==> config.mk <==
export PLATFORM = sky130hd
export DESIGN_NAME = cic_config_integrity_check
export DESIGN_NICKNAME = d
export VERILOG_FILES = /design/src/verilog/cic_crc8_word.v /design/src/verilog/cic_config_integrity_check.v
export VERILOG_INCLUDE_DIRS = /design/src /design/src/verilog
export SDC_FILE = /design/constraint.sdc
export NUM_CORES = 1
export LEC_CHECK = 0
export ABC_AREA = 1
export BUFFER_PORTS_ARGS = -buffer_cell sky130_fd_sc_hd__buf_2
export CAP_MARGIN = 10
export CORE_MARGIN = 2
export CORE_UTILIZATION = 27
export CTS_CLUSTER_DIAMETER = 120
export DETAILED_ROUTE_END_ITERATION = 10
export GPL_TIMING_DRIVEN = 0
export SLEW_MARGIN = 30
export SYNTH_ARGS = -nofsm -noshare
export SYNTH_HDL_FRONTEND = slang
export SYNTH_SLANG_ARGS = --single-unit
==> constraint.sdc <==
create_clock -name mclk -period 3 [get_ports mclk]
set_input_delay 0.6 -clock mclk [delete_from_list [all_inputs] [get_ports mclk]]
set_output_delay 0.6 -clock mclk [all_outputs]
set_load 0.1 [all_outputs]
==> src/verilog/cic_consts.vh <==
`ifndef CIC_CONSTS_VH
`define CIC_CONSTS_VH

`define CIC_ERR_EN_WIDTH 24
`define CIC_ERR_EN_RESET 24'h000000
`define CIC_ROM_EN_BIT 0
`define CIC_MAP_EN_BIT 1
`define CIC_SER_EN_BIT 2

`define CIC_CLK_PERIOD_NS 10
`define CIC_MAP_PERIOD_NS 426600
// 426600 ns over a 10 ns clock, sized for the 16-bit period timer
`define CIC_MAP_PERIOD_CYCLES 16'hA6A4

`define CIC_ADDR_WIDTH 6
`define CIC_WORD_WIDTH 24
`define CIC_MAP_LAST_ADDR 6'h38
`define CIC_STATUS_ADDR 6'h00
`define CIC_DATA_ADDR 6'h02
`define CIC_MCLK_COUNT_ADDR 6'h08
`define CIC_ROM_LAST_ADDR 6'h3F

`define CIC_MODE_WIDTH 4
`define CIC_MODE_SINGLE 4'h2
`define CIC_MODE_IDLE 4'h4

`define CIC_CRC_POLY 8'h07
`define CIC_CRC_INIT 8'h00

`endif

==> src/verilog/cic_crc8_word.v <==
`timescale 1ns/1ns
`include "cic_consts.vh"

module cic_crc8_word
(
    crcIn,
    dataIn,
    crcOut
);
    input wire [7:0] crcIn;
    input wire [`CIC_WORD_WIDTH-1:0] dataIn;
    output reg [7:0] crcOut;

    integer i;

    // Bit-serial CRC-8, MSB first, unrolled over one word per clock
    always @*
    begin
        crcOut = crcIn;
        for (i = `CIC_WORD_WIDTH - 1; i >= 0; i = i - 1)
        begin
            if (crcOut[7] ^ dataIn[i])
            begin
                crcOut = {crcOut[6:0], 1'b0} ^ `CIC_CRC_POLY;
            end
            else
            begin
                crcOut = {crcOut[6:0], 1'b0};
            end
        end
    end
endmodule

==> src/verilog/cic_config_integrity_check.v <==
`timescale 1ns/1ns
`include "cic_consts.vh"

module cic_config_integrity_check
#(
    parameter [15:0] CHECK_PERIOD_CYCLES = `CIC_MAP_PERIOD_CYCLES
)
(
    input wire mclk,
    input wire rst_n,
    input wire ce,
    input wire errEnWrStrobe,
    input wire [`CIC_ERR_EN_WIDTH-1:0] errEnWrData,
    output reg [`CIC_ERR_EN_WIDTH-1:0] errEnRdData,
    input wire hostRegWrite,
    input wire calUpdate,
    input wire [`CIC_MODE_WIDTH-1:0] modeField,
    input wire continuousReadoutFlag,
    output wire [`CIC_ADDR_WIDTH-1:0] mapRdAddr,
    input wire [`CIC_WORD_WIDTH-1:0] mapRdData,
    output wire [`CIC_ADDR_WIDTH-1:0] romRdAddr,
    input wire [`CIC_WORD_WIDTH-1:0] romRdData,
    input wire serialFrameDone,
    input wire serialFrameIsWrite,
    input wire serialFrameCrcOk,
    output wire serialCheckEnable,
    output wire serialWriteAllowed,
    output reg serialCrcFailSet,
    output reg mapCheckFailSet,
    output reg romCheckFailSet,
    output reg romCheckDone,
    output reg mapRefValid,
    output wire scanBusy
);
    localparam [1:0] ST_IDLE = 2'b00;
    localparam [1:0] ST_ROM = 2'b01;
    localparam [1:0] ST_MAP = 2'b10;

    // Read-only registers are left out of the map checksum
    function isWritable;
        input [`CIC_ADDR_WIDTH-1:0] addr;
        begin
            isWritable = (addr != `CIC_STATUS_ADDR) && (addr != `CIC_DATA_ADDR) &&
                (addr != `CIC_MCLK_COUNT_ADDR);
        end
    endfunction

    reg [`CIC_ERR_EN_WIDTH-1:0] errEn_reg;
    reg [1:0] state_reg;
    reg [1:0] state_next;
    reg [`CIC_ADDR_WIDTH-1:0] scanAddr_reg;
    reg [`CIC_ADDR_WIDTH-1:0] scanAddr_next;
    reg [7:0] crcAcc_reg;
    reg [7:0] crcAcc_next;
    reg [7:0] mapRef_reg;
    reg [7:0] mapRef_next;
    reg scanIsRef_reg;
    reg scanIsRef_next;
    reg scanDirty_reg;
    reg scanDirty_next;
    reg recomputePend_reg;
    reg recomputePend_next;
    reg checkDue_reg;
    reg checkDue_next;
    reg [15:0] timer_reg;
    reg [15:0] timer_next;
    reg [`CIC_MODE_WIDTH-1:0] modePrev_reg;
    reg contReadPrev_reg;
    reg romDone_next;
    reg refValid_next;
    reg mapFail_next;
    reg romFail_next;

    wire romEnable = errEn_reg[`CIC_ROM_EN_BIT];
    wire mapEnable = errEn_reg[`CIC_MAP_EN_BIT];
    wire [`CIC_WORD_WIDTH-1:0] scanData = (state_reg == ST_ROM) ? romRdData : mapRdData;
    wire [7:0] crcStep;
    wire modeEndEvent;
    wire contExitEvent;
    wire recomputeEvent;
    wire timerExpired;
    wire lastMapWord;
    wire lastRomWord;
    wire [7:0] mapCrcFinal;

    cic_crc8_word crcEngine
    (
        .crcIn(crcAcc_reg),
        .dataIn(scanData),
        .crcOut(crcStep)
    );

    assign mapRdAddr = scanAddr_reg;
    assign romRdAddr = scanAddr_reg;
    assign scanBusy = (state_reg != ST_IDLE);

    assign serialCheckEnable = errEn_reg[`CIC_SER_EN_BIT];
    // Bad checksum only blocks the write while checking is on
    assign serialWriteAllowed = ~serialCheckEnable | serialFrameCrcOk;

    assign modeEndEvent = (modePrev_reg == `CIC_MODE_SINGLE) &&
        (modeField == `CIC_MODE_IDLE);
    assign contExitEvent = contReadPrev_reg & ~continuousReadoutFlag;
    assign recomputeEvent = hostRegWrite | calUpdate | errEnWrStrobe |
        modeEndEvent | contExitEvent;

    assign timerExpired = (timer_reg == CHECK_PERIOD_CYCLES - 16'h0001);
    assign lastMapWord = (scanAddr_reg == `CIC_MAP_LAST_ADDR);
    assign lastRomWord = (scanAddr_reg == `CIC_ROM_LAST_ADDR);
    assign mapCrcFinal = isWritable(scanAddr_reg) ? crcStep : crcAcc_reg;

    // Period timer runs only while the map check is enabled
    always @*
    begin
        timer_next = timer_reg;
        if (!mapEnable)
        begin
            timer_next = 16'h0000;
        end
        else if (timerExpired)
        begin
            timer_next = 16'h0000;
        end
        else
        begin
            timer_next = timer_reg + 16'h0001;
        end
    end

    always @*
    begin
        state_next = state_reg;
        scanAddr_next = scanAddr_reg;
        crcAcc_next = crcAcc_reg;
        mapRef_next = mapRef_reg;
        scanIsRef_next = scanIsRef_reg;
        scanDirty_next = scanDirty_reg | (scanBusy & recomputeEvent);
        recomputePend_next = recomputePend_reg;
        checkDue_next = checkDue_reg;
        romDone_next = romCheckDone;
        refValid_next = mapRefValid;
        mapFail_next = 1'b0;
        romFail_next = 1'b0;

        case (state_reg)
            ST_IDLE:
            begin
                scanAddr_next = {`CIC_ADDR_WIDTH{1'b0}};
                crcAcc_next = `CIC_CRC_INIT;
                // An event on the start edge already makes the next scan stale
                scanDirty_next = recomputeEvent;
                if (!romCheckDone)
                begin
                    state_next = ST_ROM;
                end
                else if (recomputePend_reg)
                begin
                    // Clear before the OR below, so an event now is kept
                    recomputePend_next = 1'b0;
                    scanIsRef_next = 1'b1;
                    state_next = ST_MAP;
                end
                else if (checkDue_reg && mapRefValid && mapEnable)
                begin
                    checkDue_next = 1'b0;
                    scanIsRef_next = 1'b0;
                    state_next = ST_MAP;
                end
            end
            ST_ROM:
            begin
                if (lastRomWord)
                begin
                    // Last ROM word carries the stored checksum in its low byte
                    romDone_next = 1'b1;
                    romFail_next = (crcAcc_reg != romRdData[7:0]) & romEnable;
                    state_next = ST_IDLE;
                end
                else
                begin
                    crcAcc_next = crcStep;
                    scanAddr_next = scanAddr_reg + {{(`CIC_ADDR_WIDTH-1){1'b0}}, 1'b1};
                end
            end
            ST_MAP:
            begin
                if (lastMapWord)
                begin
                    state_next = ST_IDLE;
                    if (scanIsRef_reg)
                    begin
                        mapRef_next = mapCrcFinal;
                        refValid_next = ~(scanDirty_reg | recomputeEvent);
                    end
                    else if (!(scanDirty_reg | recomputeEvent))
                    begin
                        // A write mid-scan would give a false mismatch
                        mapFail_next = (mapCrcFinal != mapRef_reg) & mapEnable;
                    end
                end
                else
                begin
                    crcAcc_next = mapCrcFinal;
                    scanAddr_next = scanAddr_reg + {{(`CIC_ADDR_WIDTH-1){1'b0}}, 1'b1};
                end
            end
            default:
            begin
                state_next = ST_IDLE;
            end
        endcase

        // Set wins over the clear taken above
        if (recomputeEvent)
        begin
            recomputePend_next = 1'b1;
        end
        if (mapEnable && timerExpired)
        begin
            checkDue_next = 1'b1;
        end
        if (!mapEnable)
        begin
            checkDue_next = 1'b0;
        end
    end

    always @(posedge mclk or negedge rst_n)
    begin
        if (!rst_n)
        begin
            errEn_reg <= `CIC_ERR_EN_RESET;
            errEnRdData <= `CIC_ERR_EN_RESET;
            state_reg <= ST_IDLE;
            scanAddr_reg <= {`CIC_ADDR_WIDTH{1'b0}};
            crcAcc_reg <= `CIC_CRC_INIT;
            mapRef_reg <= `CIC_CRC_INIT;
            scanIsRef_reg <= 1'b0;
            scanDirty_reg <= 1'b0;
            recomputePend_reg <= 1'b1;
            checkDue_reg <= 1'b0;
            timer_reg <= 16'h0000;
            modePrev_reg <= `CIC_MODE_IDLE;
            contReadPrev_reg <= 1'b0;
            romCheckDone <= 1'b0;
            mapRefValid <= 1'b0;
            mapCheckFailSet <= 1'b0;
            romCheckFailSet <= 1'b0;
            serialCrcFailSet <= 1'b0;
        end
        else if (ce)
        begin
            if (errEnWrStrobe)
            begin
                errEn_reg <= errEnWrData;
                errEnRdData <= errEnWrData;
            end
            state_reg <= state_next;
            scanAddr_reg <= scanAddr_next;
            crcAcc_reg <= crcAcc_next;
            mapRef_reg <= mapRef_next;
            scanIsRef_reg <= scanIsRef_next;
            scanDirty_reg <= scanDirty_next;
            recomputePend_reg <= recomputePend_next;
            checkDue_reg <= checkDue_next;
            timer_reg <= timer_next;
            modePrev_reg <= modeField;
            contReadPrev_reg <= continuousReadoutFlag;
            romCheckDone <= romDone_next;
            mapRefValid <= refValid_next;
            mapCheckFailSet <= mapFail_next;
            romCheckFailSet <= romFail_next;
            serialCrcFailSet <= serialFrameDone & serialFrameIsWrite & ~serialFrameCrcOk &
                serialCheckEnable;
        end
    end
endmodule

Yosys cells after proc, flatten, opt, wreduce, memory -nomap -nowiden
Cells that the tools add are included.
W data, S select, Z words.
- word-level logic and storage cells: 183
- register bits: 78
- bitwise operators: 66
- reductions and logical operators: 21
- add/subtract/negate cells: 2
- equality and inequality tests: 20
- muxes and demuxes: 57
- operators with widths (cell ; number):
    $mux W3 ; 24
    $not A3 Y3 ; 24
    $mux W16 ; 2
    $mux W24 ; 1
    $mux W8 ; 3
    $pmux W8 S3 ; 1
    $xor A1 B1 Y1 ; 24
    $pmux W6 S3 ; 1
    $mux W1 ; 17
    $add A16 B1 Y16 const B ; 1
    $eq A16 B16 Y1 const B ; 1
    $ne A8 B8 Y1 ; 2
    $reduce_and A4 Y1 ; 4
    $eq A6 B6 Y1 const B ; 2
    $mux W6 ; 2
    $mux W2 ; 5
    $ne A2 B2 Y1 const B ; 4
    $reduce_bool A2 Y1 ; 4
    $and A1 B1 Y1 ; 7
    $or A1 B1 Y1 ; 7
    $add A6 B1 Y6 const B ; 1
    $logic_and A1 B1 Y1 ; 6
    $ne A3 B1 Y1 const B ; 2
    $ne A3 B2 Y1 const B ; 2
    other kinds (15) ; 19

Depth between registers and ports, before layout
- word-level depth: 57
- gate-level depth with buffers: 32
- mapped depth without buffers: 31

Cells and area by module
Synthesis repeated with hierarchy kept, for this count alone.
- cell total of the unflattened synthesis: 836
- area, all modules: 5714.2 sq um
- by module, submodules not included (module ; cells each ; area an instance (sq um) ; instances):
    cic_config_integrity_check ; 562 ; 4455.5 ; 1
    cic_crc8_word ; 274 ; 1258.7 ; 1

Least setup slack after synthesis
No wires, ideal clock.
- path kind: reg2reg
- from: register state_reg[1]
- to: register mapCheckFailSet
- clock period less this slack: 2799 ps
- path slack: 201 ps
- buffers on the path: 1
- library setup time: 121 ps
- cell stages (with the launch flop): 31
- arrival time: 2678 ps
- path through: dfrtp_1 inv_1 ha_1 inv_2 buf_6 nand2_1 nand3_1 nand2_1 nand2_1 nand2_1 nor2_1 nor2_2 nand2_1 nand2_1 nand2_1 nand2_1 nand2_2 nand2_2 nand2_1 nand2_2 inv_2 nand2_1 nand2_1 nand2_1 nand3_2 nand2_2 nand2_1 nand2_1 nand2_1 o21bai_1 nand2_1
- longest elaborated chain between the ends: 27
- elaborated cells on any way between the ends: 81
- ends and longest elaborated chain (element ; RTL line ; source):
    start, declared ; cic_config_integrity_check.v:49 ; reg [1:0] state_reg;
    start signal, assigned ; cic_config_integrity_check.v:258 ; state_reg <= state_next;
    $eq A2 B1 Y1 ; cic_config_integrity_check.v:76 ; wire [`CIC_WORD_WIDTH-1:0] scanData = (state_reg == ST_ROM) ? romRdData : mapRdData;
    $mux W24 ; cic_config_integrity_check.v:76 ;
    $xor A1 B1 Y1 ; cic_crc8_word.v:22 ; if (crcOut[7] ^ dataIn[i])
    $mux W3 ; cic_crc8_word.v:22 ;
    $not A3 Y3 (no source line) / $xor A1 B1 Y1 (equally long branches) ; n/a ;
    $mux W3 ; cic_crc8_word.v:22 ;
    $xor A1 B1 Y1 / $not A3 Y3 (equally long branches) ; n/a ;
    $mux W3 ; cic_crc8_word.v:22 ;
    [11 not listed] ; n/a ;
    $mux W3 ; cic_crc8_word.v:22 ;
    $mux W8 ; cic_config_integrity_check.v:110 ; assign mapCrcFinal = isWritable(scanAddr_reg) ? crcStep : crcAcc_reg;
    $ne A8 B8 Y1 ; cic_config_integrity_check.v:198 ; mapFail_next = (mapCrcFinal != mapRef_reg) & mapEnable;
    $and A1 B1 Y1 ; cic_config_integrity_check.v:198 ;
    $mux W1 ; cic_config_integrity_check.v:195 ; else if (!(scanDirty_reg | recomputeEvent))
    $mux W1 ; cic_config_integrity_check.v:190 ; if (scanIsRef_reg)
    $mux W1 ; cic_config_integrity_check.v:187 ; if (lastMapWord)
    $mux W1 * ; cic_config_integrity_check.v:145 ; case (state_reg)
    end signal, assigned ; cic_config_integrity_check.v:271 ; mapCheckFailSet <= mapFail_next;
    end, declared ; cic_config_integrity_check.v:29 ; output reg mapCheckFailSet,
Every way passes the cells marked *; elsewhere a longest branch is shown, timed or not.
A chain may end at the register's enable or synchronous reset.

Worst setup path after layout
Ends and elaborated chain as after synthesis.

==> results.ini <==
[worst_setup_path]
worstPathMaxFanout=7
critical_path.startpoint_type=flip-flop
timing.critical_path.max_delay_family=simple AND/OR/NAND/NOR gates
cp_max_stage_cell=sky130_fd_sc_hd__dfrtp_1
critPathRequiredTime_ns=3.21
worstPathBufferInverterCount=4
worstSetupPathType=flip-flop to flip-flop
cp-end-kind=flip-flop
cpPeakStageDelay_ns=0.39
cp_data_arrival_time_ns=3.44
crit_top_cell=sky130_fd_sc_hd__nand2_1

[sta]
grt_setup_unrepaired=yes
hold_violations=0
max_clock_freq_ghz=0.310
final.hold.worst_slack_ns=0.0800
worstMarginPinSlew_ns=0.599
finalWorstPathRequiredPeriod_ns=3.23
setup_viols_final=6
finalCritPeriodShare=1.08
timing.clock.skew_ns=0.00709
tightest_slew_margin_relative_to_the_limit=0.601
final_max_slew_viol_count=0
setup_slack_ns=-0.225

[grt]
grt_antenna_before_repair=0
grtUsageTotal=0.148
grt_max_degree=67
first_global_vias=5406
grt_overflow=0
wire_length_of_the_first_global_routing_pass_um=25900

[die]
ioPinCount=130
die-area_um2=21300
die_h_um=146
rows=51
die_width_um=146
initial_core_util=0.277
core_area_um2=19700

[synthesis]
avgSynthCellArea_um2=6.73
synth_cells=810
synth.ff_latch_count=78
synth.lib_cells_used.distinct=41
dominantRegCellSynth=sky130_fd_sc_hd__dfrtp_1
synth_fp_nets=904
synth-warning-count=0
count_of_flip_flops_with_a_built_in_enable_after_synthesis=0
syn-cell-area_um2=5450
synth-seq-area-share=0.359
async_flop_share=1.00

[clock_network]
clock-sinks=78
worst_setup_hold_path_clk_slew_ns=0.06
clockBufferDepth=2
clk-insertion-delay-late_ns=0.33
cts_inserted_buffers=9
h-tree-depth=3
tritoncts_clock_tree=yes
cts-root-buf=sky130_fd_sc_hd__clkbuf_16

[power]
power_density_nw_per_um2=989
power_leakage_nw=3.87
vdd_drop_max_v=0.000477

[place]
place.port_buffers=129
hpwl_um=12200
gp_congestion=0.857
placed_area_um2=6460

[job]
drv_cap=0

[outcome]
status=complete, but fails checks
failed_checks=negative setup slack

[finish]
antenna_cells_inserted=0
final.fill_count=2105
design_area_um2=7520
finalNetCount=1064
post_route_cells_drive_above_1_share=0.359
syn2layout_area_growth_pct=38.0
largest_register_ffs=24

[routing]
drtAntennaViolNets=0
detailroute.via_count=5771
drc_violation_count_after_routing=0
drtPass1Iterations=5
routed_wl_um=16200
avgViaCountPerCell=4.65
drt-initial-drc-count=309
routedWlPerCell_um=13.1

[min_path]
hp-class=input port to async pin

[Yosys cell counts, types with 3 or more instances]
| master | count | area, um2 |
|---|---|---|
| sky130_fd_sc_hd__nand3_1 | 90 | 450 |
| sky130_fd_sc_hd__dfrtp_1 | 76 | 1900 |
| sky130_fd_sc_hd__inv_2 | 6 | 22.5 |
| sky130_fd_sc_hd__nand3b_1 | 3 | 22.5 |
| sky130_fd_sc_hd__nor2_1 | 22 | 82.6 |
| sky130_fd_sc_hd__o21ai_0 | 43 | 215 |
| sky130_fd_sc_hd__clkbuf_1 | 6 | 22.5 |
| sky130_fd_sc_hd__buf_2 | 4 | 20.0 |
| sky130_fd_sc_hd__ha_1 | 8 | 100 |
| sky130_fd_sc_hd__nand2_2 | 8 | 50.1 |
| sky130_fd_sc_hd__o22ai_1 | 7 | 43.8 |
| sky130_fd_sc_hd__or2_2 | 5 | 31.3 |
| sky130_fd_sc_hd__nor4_1 | 8 | 50.1 |
| sky130_fd_sc_hd__xor2_1 | 12 | 105 |
| sky130_fd_sc_hd__mux2_2 | 24 | 270 |
| sky130_fd_sc_hd__nand2_1 | 311 | 1170 |
| sky130_fd_sc_hd__nor3_1 | 22 | 110 |
| sky130_fd_sc_hd__a21oi_1 | 18 | 90.1 |
| sky130_fd_sc_hd__inv_1 | 99 | 372 |
| sky130_fd_sc_hd__nand4_1 | 3 | 18.8 |
| sky130_fd_sc_hd__buf_4 | 8 | 60.1 |
[layout by cell type (no fill, tap or decap), types with 9 or more instances in the layout]
cell	netlist	routed
sky130_fd_sc_hd__nand2_1	311	227
sky130_fd_sc_hd__buf_2	4	129
sky130_fd_sc_hd__inv_1	99	95
sky130_fd_sc_hd__nand2_2	8	83
sky130_fd_sc_hd__dfrtp_1	76	76
sky130_fd_sc_hd__nand3_1	90	60
sky130_fd_sc_hd__o21ai_0	43	37
sky130_fd_sc_hd__nand3_2	2	28
sky130_fd_sc_hd__buf_4	8	24
sky130_fd_sc_hd__mux2_2	24	24
sky130_fd_sc_hd__nor3_1	22	22
sky130_fd_sc_hd__nor2_1	22	20
sky130_fd_sc_hd__a21oi_1	18	18
sky130_fd_sc_hd__xor2_1	12	11
sky130_fd_sc_hd__clkbuf_16	0	10
sky130_fd_sc_hd__inv_2	6	9
sky130_fd_sc_hd__nand2_4	0	9
[per-stage QoR]
step	util	worst slack, ns	total power, mW	TNS, ns	cells
6_report	0.383	-0.225	7.44	-0.624	1240
2_1_floorplan	-	0.201	4.30	0	810
4_1_cts	0.355	-0.135	6.59	-0.275	1227
3_3_place_gp	0.327	-0.470	5.07	-2.90	1204
5_1_grt	0.383	-0.494	8.04	-2.99	1240
3_5_place_dp	0.329	-0.543	5.11	-4.01	1205
[cell families after synthesis]
logic type                 after synthesis  share of synthesized area
adders and majority gates                8                     0.0184
AOI/OAI and AO/OA                       78                     0.0785
xor gates and xnor gates                14                     0.0225
DFF                                     78                      0.359
buffers and inverters                  128                     0.0960
muxes                                   26                     0.0533
and+or+nand+nor                        478                      0.373
[worst reg2reg max path: cells and delay by family (launching register included)]
kind	cells	cell delay, ns
AOI/OAI and AO/OA	1	0.16
adders and majority gates	1	0.21
DFF	1	0.39
buffers and inverters	4	0.39
and+or+nand+nor	24	1.97
[worst paths after layout]
path	start	to	slack (ns)	cells past startpoint
max in group asynchronous	rst_n	recomputePend_reg	2.33	2
worst max-delay path	state_reg[1]	mapCheckFailSet	-0.23	30
worst min-delay path	rst_n	timer_reg[12]	0.08	1
worst max register to register	state_reg[1]	mapCheckFailSet	-0.23	30
min in group mclk	modePrev_reg[3]	modePrev_reg[3]	0.48	2
worst min register to register	modePrev_reg[3]	modePrev_reg[3]	0.48	2
[layout make-up]
type / instances / area (um2) / area share
plain buffers: 21 / 155 / 0.0206
clock buffers: 11 / 243 / 0.0323
clock inverters: 5 / 82.6 / 0.0110
inverters: 107 / 404 / 0.0537
multi-input cells: 604 / 3480 / 0.463
flip-flops and latches: 78 / 1950 / 0.260
well taps: 265 / 332 / 0.0441
repair buffers: 149 / 865 / 0.115
[routing by layer]
layer | vias up | part of all wire | global-route usage
met1 | 2675 | 0.45 | 0.201
met3 | 16 | 0.068 | 0.0275
met2 | 161 | 0.47 | 0.238
met4 | 0 | 0.015 | 0.0461
li1 | 2919 | - | -
met5 | - | 0 | 0
[what timing repair did]
action | CTS | global route
endpoints found under the hold margin | 0 | 0
pin swaps | 16 | 28
hold buffers | 0 | 0
gates cloned | 0 | 1
endpoints found under the setup margin | 15 | 17
setup buffers | 6 | 12
gates resized for setup | 53 | 107
[power by group]
group          switching [mW]  internal [mW]  total [mW]
Combinational            3.31           1.59        4.91
Clock                   0.430          0.755        1.18
Sequential              0.150           1.20        1.35
No activity file was read; power rests on OpenSTA's default activity.
